File: src/logic/rtc_alarm_pkg.sv
// constants for the alarm, flag and control block
package rtc_alarm_pkg;
  // ----------------------------------------------------------------
  // register offsets
  // ----------------------------------------------------------------
  localparam logic [4:0] OFS_MONTH    = 5'h05;
  localparam logic [4:0] OFS_ALM_SEC  = 5'h08;
  localparam logic [4:0] OFS_ALM_MIN  = 5'h09;
  localparam logic [4:0] OFS_ALM_HOUR = 5'h0A;
  localparam logic [4:0] OFS_ALM_DAY  = 5'h0B;
  localparam logic [4:0] OFS_WDOG_LO  = 5'h0C;
  localparam logic [4:0] OFS_WDOG_HI  = 5'h0D;
  localparam logic [4:0] OFS_FLAGS    = 5'h0E;
  localparam logic [4:0] OFS_CTRL_B   = 5'h0F;
  // ----------------------------------------------------------------
  // field positions
  // ----------------------------------------------------------------
  localparam int MASK_BIT      = 7;
  localparam int WEEKDAY_BIT   = 6;
  localparam int OSC_STOP_BIT  = 7;
  localparam int FOUT_DIS_BIT  = 6;
  localparam int BKP_FOUT_BIT  = 5;
  localparam int MAIN_LOW_BIT  = 7;
  localparam int AUX_LOW_BIT   = 6;
  localparam int PF_KEEP_BIT   = 5;
  localparam int PWR_REL_BIT   = 4;
  localparam int ALARM_F_BIT   = 3;
  localparam int KICK_F_BIT    = 2;
  localparam int DOG_F_BIT     = 1;
  localparam int IRQ_P_BIT     = 0;
  localparam int WAKE_EN_BIT   = 4;
  localparam int ALM_IE_BIT    = 3;
  localparam int KICK_IE_BIT   = 2;
  localparam int DOG_EN_BIT    = 1;
  localparam int DOG_STEER_BIT = 0;
  // ----------------------------------------------------------------
  // reset values and timing
  // ----------------------------------------------------------------
  localparam logic [7:0] CTRL_B_RST    = 8'h00;
  localparam logic [7:0] FLAGS_RST     = 8'h10;
  localparam logic [7:0] ZERO_BYTE     = 8'h00;
  localparam int         ADDR_STABLE_NS = 15;
  localparam int         CLK_PERIOD_NS  = 10;
  localparam int         ADDR_STABLE_CYC =
    (ADDR_STABLE_NS + CLK_PERIOD_NS - 1) / CLK_PERIOD_NS;

  typedef enum logic [2:0] {
    RATE_SECOND = 3'b000,
    RATE_SEC    = 3'b001,
    RATE_MIN    = 3'b010,
    RATE_HOUR   = 3'b011,
    RATE_DAY    = 3'b100
  } rate_type;
endpackage : rtc_alarm_pkg

File: src/logic/alarm_match.sv
// alarm comparison against the running time
`timescale 1ns/100ps
module alarm_match
  import rtc_alarm_pkg::*;
(
  // alarm registers
  input  wire logic [7:0] alm_sec_i,
  input  wire logic [7:0] alm_min_i,
  input  wire logic [7:0] alm_hour_i,
  input  wire logic [7:0] alm_day_i,
  // running time
  input  wire logic [6:0] tm_sec_i,
  input  wire logic [6:0] tm_min_i,
  input  wire logic [5:0] tm_hour_i,
  input  wire logic [2:0] tm_weekday_i,
  input  wire logic [5:0] tm_date_i,
  // result
  output wire logic       match_o
);
  // ----------------------------------------------------------------
  // mode decode
  // ----------------------------------------------------------------
  wire logic [3:0] masks;
  wire logic       sec_eq;
  wire logic       min_eq;
  wire logic       hour_eq;
  wire logic       dd_eq;
  rate_type        rate;

  assign masks = {alm_day_i[MASK_BIT], alm_hour_i[MASK_BIT],
                  alm_min_i[MASK_BIT], alm_sec_i[MASK_BIT]};
  assign sec_eq  = (alm_sec_i[6:0] == tm_sec_i);
  assign min_eq  = (alm_min_i[6:0] == tm_min_i);
  assign hour_eq = (alm_hour_i[5:0] == tm_hour_i);
  assign dd_eq   = alm_day_i[WEEKDAY_BIT] ?
                   (alm_day_i[5:0] == {3'h0, tm_weekday_i}) :
                   (alm_day_i[5:0] == tm_date_i);

  always_comb begin
    case (masks)
      4'hE:    rate = RATE_SEC;
      4'hC:    rate = RATE_MIN;
      4'h8:    rate = RATE_HOUR;
      4'h0:    rate = RATE_DAY;
      default: rate = RATE_SECOND;
    endcase
  end

  assign match_o = (rate == RATE_SECOND) ||
                   ((rate == RATE_SEC)  && sec_eq) ||
                   ((rate == RATE_MIN)  && sec_eq && min_eq) ||
                   ((rate == RATE_HOUR) && sec_eq && min_eq && hour_eq) ||
                   ((rate == RATE_DAY)  && sec_eq && min_eq && hour_eq && dd_eq);
endmodule : alarm_match

File: src/logic/rtc_alarm_flag_control.sv
// alarm, flag and power-request control of the clock device
// Notes on behaviour
// - four mask bits pick once per second, seconds, minutes, hours or day matching.
// - undefined mask patterns fall back to once per second.
// - time matching the unmasked alarm fields sets the alarm flag.
// - weekday select picks day-of-week match when 1, date when 0.
// - each alarm register holds its mask bit in bit 7.
// - oscillator-stop bit runs oscillator at 0; power-on reset clears it.
// - frequency output drives when disable bit is 0 and oscillator runs.
// - backup output bit keeps frequency output in backup if aux supply present.
// - two read-only battery-low flags, main in bit 7, aux in bit 6.
// - on power-fail the power pin floats unless the keep bit is 1.
// - release bit 0 drives power pin low; alarm-wake or kick clears it.
// - alarm flag plus enable raises interrupt; cleared by read or write 0.
// - kick flag set by event or write 1; cleared by read or write 0.
// - watchdog timeout sets dog flag; software writes 0 to clear it.
// - interrupt pending is the OR of three flag-and-enable pairs.
// - interrupt pin low while interrupt pending is 1.
// - alarm flag reaches the interrupt pin only with its enable.
// - alarm flag reaches the power pin only with wake enable.
// - reading the flag register clears alarm, dog, kick and pending flags.
// - flags clear on address change or strobe rise after stable read.
// - power-up clears enables, steering, oscillator-stop and output-disable.
`timescale 1ns/100ps
module rtc_alarm_flag_control
  import rtc_alarm_pkg::*;
#(
  // read-clear timing
  parameter int STABLE_CYC = ADDR_STABLE_CYC
)
(
  // clock and reset
  input  wire logic       core_clk_i,
  input  wire logic       rst_i,
  // byte-wide host bus
  input  wire logic [4:0] addr_i,
  input  wire logic [7:0] wdata_i,
  input  wire logic       cs_n_i,
  input  wire logic       oe_n_i,
  input  wire logic       we_n_i,
  output logic      [7:0] rdata_o,
  output logic            rdata_oe_o,
  // running time and update tick
  input  wire logic       sec_tick_i,
  input  wire logic [6:0] tm_sec_i,
  input  wire logic [6:0] tm_min_i,
  input  wire logic [5:0] tm_hour_i,
  input  wire logic [2:0] tm_weekday_i,
  input  wire logic [5:0] tm_date_i,
  input  wire logic [5:0] tm_month_i,
  // events and supply state
  input  wire logic       kick_event_i,
  input  wire logic       dog_timeout_i,
  input  wire logic       main_batt_low_i,
  input  wire logic       aux_batt_low_i,
  input  wire logic       power_fail_i,
  input  wire logic       aux_batt_supply_i,
  input  wire logic       osc_clk_i,
  // pins
  output logic            irq_n_o,
  output logic            irq_n_oe_o,
  output logic            power_req_n_o,
  output logic            power_req_n_oe_o,
  output logic            freq_out_pin_o,
  output logic            osc_run_o,
  // watchdog setup
  output logic      [7:0] dog_lo_o,
  output logic      [7:0] dog_hi_o,
  output logic            dog_steer_o
);
  import rtc_alarm_pkg::*;
  // ----------------------------------------------------------------
  // elaboration checks
  // ----------------------------------------------------------------
  if (STABLE_CYC < 1 || STABLE_CYC > 4) begin : g_bad_stable
    $error("stable cycle count outside 1 to 4");
  end

  // ----------------------------------------------------------------
  // state
  // ----------------------------------------------------------------
  localparam logic [1:0] STABLE_LAST = 2'(STABLE_CYC - 1);
  logic [7:0] alm_sec_r, alm_min_r, alm_hour_r, alm_day_r;
  logic [7:0] dog_lo_r, dog_hi_r;
  logic [2:0] month_ctl_r;
  logic [7:0] ctrl_b_r;
  logic       pf_keep_r, pwr_rel_r;
  logic       alarm_flag_r, kick_flag_r, dog_flag_r;
  logic       clr_armed_r;
  logic [4:0] addr_prev_r;
  logic [1:0] stable_cnt_r;
  logic       cs_prev_r, oe_prev_r, we_prev_r;
  logic [7:0] rdata_r;
  logic       alarm_flag_nxt, kick_flag_nxt, dog_flag_nxt, pwr_rel_nxt;

  // ----------------------------------------------------------------
  // decode
  // ----------------------------------------------------------------
  wire logic       match;
  wire logic       rd_act;
  wire logic       wr_strobe;
  wire logic       wr_flags;
  wire logic       flag_read;
  wire logic       read_done;
  wire logic       irq_pending;
  wire logic       alarm_set;
  wire logic [7:0] flags_view;
  wire logic [7:0] rd_mux;
  wire logic       wr_month;
  wire logic       wr_alm_sec;
  wire logic       wr_alm_min;
  wire logic       wr_alm_hour;
  wire logic       wr_alm_day;
  wire logic       wr_dog_lo;
  wire logic       wr_dog_hi;
  wire logic       wr_ctrl_b;

  alarm_match u_match (
    .alm_sec_i    (alm_sec_r),
    .alm_min_i    (alm_min_r),
    .alm_hour_i   (alm_hour_r),
    .alm_day_i    (alm_day_r),
    .tm_sec_i     (tm_sec_i),
    .tm_min_i     (tm_min_i),
    .tm_hour_i    (tm_hour_i),
    .tm_weekday_i (tm_weekday_i),
    .tm_date_i    (tm_date_i),
    .match_o      (match)
  );

  assign rd_act    = !cs_n_i && !oe_n_i;
  // write taken on falling edge of write strobe while selected
  assign wr_strobe = !cs_n_i && !we_n_i && we_prev_r;
  assign wr_flags  = wr_strobe && (addr_i == OFS_FLAGS);
  assign flag_read = rd_act && (addr_i == OFS_FLAGS) &&
                     (addr_i == addr_prev_r);
  assign read_done = clr_armed_r &&
                     ((addr_i != addr_prev_r) || (oe_n_i && !oe_prev_r) ||
                      (cs_n_i && !cs_prev_r));
  assign alarm_set = sec_tick_i && match;
  assign irq_pending = (alarm_flag_r && ctrl_b_r[ALM_IE_BIT]) ||
                       (kick_flag_r && ctrl_b_r[KICK_IE_BIT]) ||
                       (dog_flag_r && ctrl_b_r[DOG_EN_BIT]);
  assign flags_view = {main_batt_low_i, aux_batt_low_i, pf_keep_r, pwr_rel_r,
                       alarm_flag_r, kick_flag_r, dog_flag_r, irq_pending};

  assign rd_mux = (addr_i == OFS_MONTH)    ? {month_ctl_r, 5'h00} | {3'h0, tm_month_i[4:0]} :
                  (addr_i == OFS_ALM_SEC)  ? alm_sec_r :
                  (addr_i == OFS_ALM_MIN)  ? alm_min_r :
                  (addr_i == OFS_ALM_HOUR) ? alm_hour_r :
                  (addr_i == OFS_ALM_DAY)  ? alm_day_r :
                  (addr_i == OFS_WDOG_LO)  ? dog_lo_r :
                  (addr_i == OFS_WDOG_HI)  ? dog_hi_r :
                  (addr_i == OFS_FLAGS)    ? flags_view :
                  (addr_i == OFS_CTRL_B)   ? ctrl_b_r : ZERO_BYTE;

  // ----------------------------------------------------------------
  // register write decode
  // ----------------------------------------------------------------
  assign wr_month    = wr_strobe && (addr_i == OFS_MONTH);
  assign wr_alm_sec  = wr_strobe && (addr_i == OFS_ALM_SEC);
  assign wr_alm_min  = wr_strobe && (addr_i == OFS_ALM_MIN);
  assign wr_alm_hour = wr_strobe && (addr_i == OFS_ALM_HOUR);
  assign wr_alm_day  = wr_strobe && (addr_i == OFS_ALM_DAY);
  assign wr_dog_lo   = wr_strobe && (addr_i == OFS_WDOG_LO);
  assign wr_dog_hi   = wr_strobe && (addr_i == OFS_WDOG_HI);
  assign wr_ctrl_b   = wr_strobe && (addr_i == OFS_CTRL_B);

  // ----------------------------------------------------------------
  // flag next values, set wins over clear
  // ----------------------------------------------------------------
  always_comb begin
    alarm_flag_nxt = alarm_flag_r;
    kick_flag_nxt  = kick_flag_r;
    dog_flag_nxt   = dog_flag_r;
    pwr_rel_nxt    = pwr_rel_r;
    if (read_done) begin
      alarm_flag_nxt = 1'b0;
      kick_flag_nxt  = 1'b0;
      dog_flag_nxt   = 1'b0;
    end
    if (wr_flags) begin
      alarm_flag_nxt = wdata_i[ALARM_F_BIT] & alarm_flag_nxt;
      kick_flag_nxt  = wdata_i[KICK_F_BIT];
      dog_flag_nxt   = wdata_i[DOG_F_BIT] & dog_flag_nxt;
      pwr_rel_nxt    = wdata_i[PWR_REL_BIT];
    end
    if (alarm_set) begin
      alarm_flag_nxt = 1'b1;
    end
    if (kick_event_i) begin
      kick_flag_nxt = 1'b1;
    end
    if (dog_timeout_i) begin
      dog_flag_nxt = 1'b1;
    end
    if ((alarm_flag_nxt && ctrl_b_r[WAKE_EN_BIT]) || kick_flag_nxt) begin
      pwr_rel_nxt = 1'b0;
    end
  end

  // ----------------------------------------------------------------
  // registers
  // ----------------------------------------------------------------
  always_ff @(posedge core_clk_i) begin
    if (rst_i) begin
      month_ctl_r  <= 3'h0;
      ctrl_b_r     <= CTRL_B_RST;
      pf_keep_r    <= 1'b0;
      pwr_rel_r    <= FLAGS_RST[PWR_REL_BIT];
      alarm_flag_r <= 1'b0;
      kick_flag_r  <= 1'b0;
      dog_flag_r   <= 1'b0;
      alm_sec_r    <= ZERO_BYTE;
      alm_min_r    <= ZERO_BYTE;
      alm_hour_r   <= ZERO_BYTE;
      alm_day_r    <= ZERO_BYTE;
      dog_lo_r     <= ZERO_BYTE;
      dog_hi_r     <= ZERO_BYTE;
    end else begin
      alarm_flag_r <= alarm_flag_nxt;
      kick_flag_r  <= kick_flag_nxt;
      dog_flag_r   <= dog_flag_nxt;
      pwr_rel_r    <= pwr_rel_nxt;
      if (wr_flags) begin
        pf_keep_r <= wdata_i[PF_KEEP_BIT];
      end
      if (wr_month) begin
        month_ctl_r <= wdata_i[7:5];
      end
      if (wr_alm_sec) begin
        alm_sec_r <= wdata_i;
      end
      if (wr_alm_min) begin
        alm_min_r <= wdata_i;
      end
      if (wr_alm_hour) begin
        alm_hour_r <= wdata_i;
      end
      if (wr_alm_day) begin
        alm_day_r <= wdata_i;
      end
      if (wr_dog_lo) begin
        dog_lo_r <= wdata_i;
      end
      if (wr_dog_hi) begin
        dog_hi_r <= wdata_i;
      end
      if (wr_ctrl_b) begin
        ctrl_b_r <= wdata_i;
      end
    end
  end

  // ----------------------------------------------------------------
  // read tracking for clear-on-read
  // ----------------------------------------------------------------
  always_ff @(posedge core_clk_i) begin
    if (rst_i) begin
      addr_prev_r  <= 5'h00;
      stable_cnt_r <= 2'h0;
      clr_armed_r  <= 1'b0;
      cs_prev_r    <= 1'b1;
      oe_prev_r    <= 1'b1;
      we_prev_r    <= 1'b1;
      rdata_r      <= ZERO_BYTE;
    end else begin
      addr_prev_r <= addr_i;
      cs_prev_r   <= cs_n_i;
      oe_prev_r   <= oe_n_i;
      we_prev_r   <= we_n_i;
      rdata_r     <= rd_mux;
      if (read_done) begin
        clr_armed_r  <= 1'b0;
        stable_cnt_r <= 2'h0;
      end else if (flag_read) begin
        if (stable_cnt_r >= STABLE_LAST) begin
          clr_armed_r <= 1'b1;
        end else begin
          stable_cnt_r <= stable_cnt_r + 2'h1;
        end
      end else if (!clr_armed_r) begin
        stable_cnt_r <= 2'h0;
      end
    end
  end

  // ----------------------------------------------------------------
  // pins
  // ----------------------------------------------------------------
  assign rdata_o          = rdata_r;
  assign rdata_oe_o       = rd_act;
  assign irq_n_o          = 1'b0;
  assign irq_n_oe_o       = irq_pending;
  assign power_req_n_o    = 1'b0;
  assign power_req_n_oe_o = !pwr_rel_r && (!power_fail_i || pf_keep_r);
  assign osc_run_o        = !month_ctl_r[2];
  assign freq_out_pin_o   = osc_clk_i && osc_run_o &&
                            (power_fail_i ? (month_ctl_r[0] && aux_batt_supply_i)
                                          : !month_ctl_r[1]);
  assign dog_lo_o         = dog_lo_r;
  assign dog_hi_o         = dog_hi_r;
  assign dog_steer_o      = ctrl_b_r[DOG_STEER_BIT];
endmodule : rtc_alarm_flag_control

File: config.mk
export PLATFORM = sky130hd
export DESIGN_NAME = rtc_alarm_flag_control
export DESIGN_NICKNAME = d
export VERILOG_FILES = /design/src/logic/rtc_alarm_pkg.sv /design/src/logic/alarm_match.sv /design/src/logic/rtc_alarm_flag_control.sv
export SDC_FILE = /design/constraint.sdc
export NUM_CORES = 1
export LEC_CHECK = 0
export BUFFER_PORTS_ARGS = -buffer_cell sky130_fd_sc_hd__buf_2
export CAP_MARGIN = 30
export CORE_UTILIZATION = 40
export CTS_BUF_LIST = sky130_fd_sc_hd__clkbuf_8
export DETAILED_ROUTE_END_ITERATION = 16
export SLEW_MARGIN = 20
export SYNTH_ARGS = -nofsm -noshare
export SYNTH_HDL_FRONTEND = slang
export SYNTH_HIERARCHICAL = 1
export SYNTH_SLANG_ARGS = --single-unit
File: constraint.sdc
create_clock -name core_clk_i -period 2.6 [get_ports core_clk_i]
set_input_delay 0.78 -clock core_clk_i [delete_from_list [all_inputs] [get_ports core_clk_i]]
set_output_delay 0.78 -clock core_clk_i [all_outputs]
set_load 0.02 [all_outputs]
==> results of run 1 <==
-- final cells by class --
type / instances / area [um^2] / area share
Clock inverter: 6 / 66.3 / 0.0131
Inverter: 14 / 52.6 / 0.0104
Timing Repair Buffer: 118 / 688 / 0.136
Tap cell: 133 / 166 / 0.0328
Multi-Input combinational cell: 343 / 2300 / 0.454
Clock buffer: 10 / 138 / 0.0271
Sequential cell: 83 / 1660 / 0.327
-- cells by family (layout without fill, tap and decap cells) --
| logic type | after synthesis | after routing | synth area share |
|---|---|---|---|
| AOI/OAI and AO/OA | 84 | 84 | 0.140 |
| xor gates and xnor gates | 29 | 29 | 0.0612 |
| adders and majority gates | 1 | 1 | 0.00301 |
| buffers and inverters | 48 | 148 | 0.0488 |
| DFF | 83 | 83 | 0.400 |
| muxes | 61 | 61 | 0.149 |
| other | 1 | 2 | 0.000903 |
| and+or+nand+nor | 166 | 166 | 0.197 |
-- tightest hold or removal path, cell delays in order, from the launching register on --
cell and delay, ns:
sky130_fd_sc_hd__dfxtp_1 0.33, sky130_fd_sc_hd__nand2_1 0.06, sky130_fd_sc_hd__a21oi_1 0.05
-- layer usage --
metal	up-vias	GRT usage	routed length (um)
li1	1866	-	-
met1	1857	0.338	5900
met2	164	0.380	5750
met3	19	0.0301	717
met4	0	0.0878	225
met5	-	0	0
-- state kept, by name, summed over array words and instances, names as in the netlist, 2 cells and up --
name	cells
addr_prev_r	5
alm_min_r	8
rdata_o	8
month_ctl_r	3
alm_hour_r	8
alm_day_r	8
stable_cnt_r	2
alm_sec_r	8
ctrl_b_r	8
dog_lo_o	8
dog_hi_o	8
-- worst paths after layout --
kind              cells after the start          from  slack (ns)          end
setup / recovery                      3   kick_flag_r        0.37   irq_n_oe_o
hold / removal                        2   dog_hi_o[7]        0.48  dog_hi_o[7]
setup reg to reg                      8  alm_day_r[6]        0.50    pwr_rel_r
hold reg to reg                       2   dog_hi_o[7]        0.48  dog_hi_o[7]
-- synth_stat cells (all sizes together), types with 8 or more instances --
cell / number / area share
xnor2: 19 / 0.040
mux2i: 55 / 0.13
nand3: 20 / 0.024
nand2: 22 / 0.020
o21ai: 12 / 0.014
dfxtp: 83 / 0.40
inv: 14 / 0.013
a21oi: 22 / 0.027
nor3: 9 / 0.012
clkbuf: 26 / 0.024
xor2: 10 / 0.021
buf: 8 / 0.013
nor2: 69 / 0.063
a221oi: 8 / 0.018
-- placed cells by master (no fill, tap or decap), drive strengths merged, types with 3 or more instances in the layout --
master / instances
a22oi: 6
nor4: 4
or2: 3
xor2: 10
inv: 15
nand3b: 7
nand4: 5
buf: 118
a31oi: 4
mux2: 6
nand2: 22
nand3: 20
o22ai: 3
a221oi: 8
nor3: 9
mux2i: 55
clkbuf: 10
nand2b: 4
o21ai: 12
nor2: 69
xnor2: 19
dfxtp: 83
a211oi: 4
nor2b: 7
or3b: 3
a21oi: 22
a22o: 6
nor3b: 3
-- power by group through the flow --
stage / Clock (mW) / Combinational, mW / Sequential (mW)
floorplan: 0 / 0.142 / 1.33
global placement: 0 / 0.260 / 1.32
detailed placement: 0 / 0.263 / 1.33
CTS: 0.979 / 0.264 / 1.30
global route: 1.03 / 0.287 / 1.30
finish: 0.965 / 0.265 / 1.30
-- per-stage QoR --
step / worst slack, ns / util / hold WS (ns)
floorplan: 0.00897 / - / 0.449
global placement: 0.0508 / 0.491 / 0.471
detailed placement: 0.0592 / 0.491 / 0.471
CTS: 0.359 / 0.512 / 0.484
global route: 0.262 / 0.512 / 0.513
finish: 0.374 / 0.512 / 0.481
==> metrics.txt, run 1 <==
Sw Share 0.262; maximum clock rate 0.449 GHz; number of buffers and inverters on the critical path 2; number of DRC markers in iteration 0 257; sum of negative setup slack 0 ns; latest clock arrival within the worst-skew pair 0.36 ns; internal portion of total power 1.86 mW; effective utilization at floorplan 0.419; proportion of power drawn by the clock network 0.382; TritonCTS clock tree built; antenna cell count 0; register bit count reported by yosys 83; router iterations before antenna repair 6; overall die width 104 um; data required time of the critical path 1.82 ns; proportion of power drawn by flip-flops and latches 0.513; setup fix buffers added after clock tree synthesis 0; ratio of cells with drive above 1 in the final layout 0.258; Core Box Area 0.00991 mm^2; highest fanout seen on the critical path 4; number of hold-slack violations in the final timing report 0; final weighted congestion of routability-driven global placement 0.852; post-placement cell count 691; master of the slowest instance on the critical path sky130_fd_sc_hd__a222oi_1; number of distinct library cells after synthesis 60; number of nets in the layout 631; worst IR drop on VDD 0.294 mV; residual DRC count 0; max-slew violation count 0; portion of total power attributed to combinational logic 0.105; Synth Cell Area 0.00415 mm^2; final clock period utilization by the worst path 0.856; wire length of the first global-routing pass 20,200 um; initial antenna violation count 0; vias after detailed routing 3,906; count of flip-flops with a built-in enable after synthesis 0; number of maximum-capacitance constraint violations 0; Post-DP Area 0.00487 mm^2; endpoint arrival time on the critical path 1.45 ns; average cell area after synthesis 8.78 um^2; H-tree depth 3; areal power density over the cells 498 mW/mm^2; floorplan die height 104 um; crit-path cells a222oi_1, inv_1, buf_2; maximum number of pins on one net before global-route repair 40; remaining global-route overflow 0; layout overhead on the synthesized area 22.2%; fillcell total 977; count of instances resized after the clock tree is built 0; total number of placement rows 36; Buffers on Ports 89; post-layout power 2.53 mW; instance count of the mapped netlist 473; share of flip-flops with an asynchronous set or reset 0; startpoint class of the critical path flop; cts bufs inserted 9; clock transition at the registers of the reported paths 0.09 ns; GRT Overall Usage 0.241; transition time at the pin with the least slew margin 0.553 ns; number of top-level pins 93; outcome finished clean; total clock sinks 83; Setup crit end kind primary output; number of global-route vias before repair 3,732; minimum clock period after layout 2.23 ns; delay contributed by the slowest stage of the critical path 0.50 ns; master cell of the clock root buffer sky130_fd_sc_hd__clkbuf_8; HPWL after detailed placement 9360 um; routed wirelength normalized by instance count 17.8 um; fin area 0.00507 mm^2; die area 0.0108 mm^2; Post-CTS Hold Buffers 0; setup repair after global routing missed its margin false; final count of negative-setup-slack endpoints 0; DRT antenna net count 0; number of warning messages in the yosys log 6; sequential cell area fraction in the yosys report 0.400; count of placed standard cells in the final layout, fillers left out 707; path type of the worst min-delay path flop to flop; Max Clock Skew 0.0107 ns; Max-slew headroom 0.630; Switching Power 0.662 mW; static leakage 2.08 nW; most instantiated flip-flop cell in the synthesis netlist sky130_fd_sc_hd__dfxtp_1; Worst Setup Path Type flop to primary output; number of buffers between clock root and the deepest sink 2; cell type group with the largest total delay on the critical path compound AO/OA/AOI/OAI gates; wirelength, routed 12,600 um; via count normalized by instance count 5.52
(Power assumes the default switching activity.)
==> run 2, diff against run 1 <==
CTS_BUF_LIST = not set   (was sky130_fd_sc_hd__clkbuf_8)
==> metrics.txt, run 2 (same netlist as run 1, synthesis figures left out) <==
outcome finished clean; transition time at the pin with the least slew margin 0.559 ns (+0.00539 ns); antenna cell count 0 (unchanged); areal power density over the cells 498 mW/mm^2 (about the same); DRT antenna net count 0 (unchanged); via count normalized by instance count 5.51 (-0.23%); final clock period utilization by the worst path 0.857 (+0.000972); number of buffers between clock root and the deepest sink 2 (unchanged); commonest non-fill, non-tap cell in the layout sky130_fd_sc_hd__buf_2; number of global-route vias before repair 3,732 (unchanged); Core Box Area 0.00991 mm^2 (unchanged); post-placement cell count 691 (unchanged); total clock sinks 83 (unchanged); path type of the worst min-delay path flop to flop; master cell of the clock root buffer sky130_fd_sc_hd__clkbuf_8; ratio of cells with drive above 1 in the final layout 0.258 (unchanged); final weighted congestion of routability-driven global placement 0.852 (unchanged); setup repair after global routing missed its margin false; latest clock arrival within the worst-skew pair 0.36 ns (about the same); utilization after layout 0.512 (unchanged); vias after detailed routing 3,897 (-0.23%); die area 0.0108 mm^2 (unchanged); Post-CTS Hold Buffers 0 (unchanged); static leakage 2.07 nW (-0.20%); overall die width 104 um (unchanged); setup fix buffers added after clock tree synthesis 0 (unchanged); Buffers on Ports 89 (unchanged); endpoint arrival time on the critical path 1.45 ns (about the same); worst-case setup slack after placement 0.0592 ns (unchanged); number of hold-slack violations in the final timing report 0 (unchanged); final count of negative-setup-slack endpoints 0 (unchanged); Fin Hold WS 0.481 ns (-0.0000230 ns); fillcell total 977 (unchanged); maximum number of pins on one net before global-route repair 40 (unchanged); layout overhead on the synthesized area 22.2% (unchanged); Worst Setup Path Type flop to primary output; floorplan die height 104 um (unchanged); maximum clock rate 0.449 GHz (-0.11%); highest fanout seen on the critical path 4 (unchanged); number of maximum-capacitance constraint violations 0 (unchanged); wire length of the first global-routing pass 20,200 um (unchanged); minimum clock period after layout 2.23 ns (+0.00253 ns); data required time of the critical path 1.82 ns (about the same); remaining global-route overflow 0 (unchanged); max-slew violation count 0 (unchanged); initial antenna violation count 0 (unchanged); residual DRC count 0 (unchanged); HPWL after detailed placement 9360 um (unchanged); commonest cells after routing, fill and taps aside sky130_fd_sc_hd__buf_2 (89), sky130_fd_sc_hd__dfxtp_1 (83), sky130_fd_sc_hd__nor2_1 (68), sky130_fd_sc_hd__mux2i_1 (55), sky130_fd_sc_hd__buf_4 (27); H-tree depth 3 (unchanged); clock transition at the registers of the reported paths 0.09 ns (about the same); effective utilization at floorplan 0.419 (unchanged); PnR worst setup slack 0.371 ns (-0.00253 ns); GRT Overall Usage 0.241 (unchanged); Max-slew headroom 0.627 (-0.00360); number of nets in the layout 631 (unchanged); Setup crit end kind primary output; cts bufs inserted 9 (unchanged); worst IR drop on VDD 0.293 mV (about the same); startpoint class of the critical path flop; count of placed standard cells in the final layout, fillers left out 707 (unchanged); count of instances resized after the clock tree is built 0 (unchanged); total number of placement rows 36 (unchanged); number of DRC markers in iteration 0 258 (+0.39%); number of top-level pins 93 (unchanged); router iterations before antenna repair 5 (-1); TritonCTS clock tree built; routed wirelength normalized by instance count 17.8 um (-0.18%); wirelength, routed 12,600 um (-0.18%); sum of negative setup slack 0 ns (unchanged); Max Clock Skew 0.00627 ns (-0.00438 ns)
run 2: cell types whose count changed in the layout (fill, tap and decap cells not counted), sizes merged:
cell,change
clkbuf,+1
inv,-1
run 2: per-layer routing:
layer	GRT usage	up-vias	routed length (um)
li1	-	1868	-
met1	0.338	1859	5960
met2	0.380	151	5720
met3	0.0301	19	660
met4	0.0878	0	232
met5	0	-	0
run 2: power by group:
group	total (mW)	internal, mW	switching [mW]	leakage (nW)
clock network	0.966	0.474	0.493	0.0957
registers	1.30	1.29	0.0101	0.672
logic	0.265	0.108	0.157	1.31
total	2.53	1.87	0.660	2.07
run 2: worst paths after layout:
path                                    from           to  slack (ns)  depth (start not counted)
worst min register to register   dog_hi_o[7]  dog_hi_o[7]        0.48                          2
worst min-delay path             dog_hi_o[7]  dog_hi_o[7]        0.48                          2
worst max register to register  alm_day_r[6]    pwr_rel_r        0.51                          8
worst max-delay path             kick_flag_r   irq_n_oe_o        0.37                          3
run 2: area by class of cell:
type	count	area [um^2]	share of cell area
multi-input combinational	343	2300	0.454
sequential	83	1660	0.327
timing repair buffer	118	688	0.136
tap	133	166	0.0328
clock buffer	11	141	0.0279
clock inverter	5	62.6	0.0123
inverter	14	52.6	0.0104
run 2: critical path, cell delays in order (launching register included):
cell and delay (ns):
sky130_fd_sc_hd__dfxtp_1 0.35, sky130_fd_sc_hd__a222oi_1 0.50, sky130_fd_sc_hd__inv_1 0.07, sky130_fd_sc_hd__buf_2 0.17
run 2: per-stage QoR:
stage | instance area, um^2 | total power, mW
final | 5070 | 2.53
after global routing | 5070 | 2.62
after CTS | 5070 | 2.54
after detailed placement | 4870 | 1.59
after global placement | 4870 | 1.58
after floorplan | 4160 | 1.47
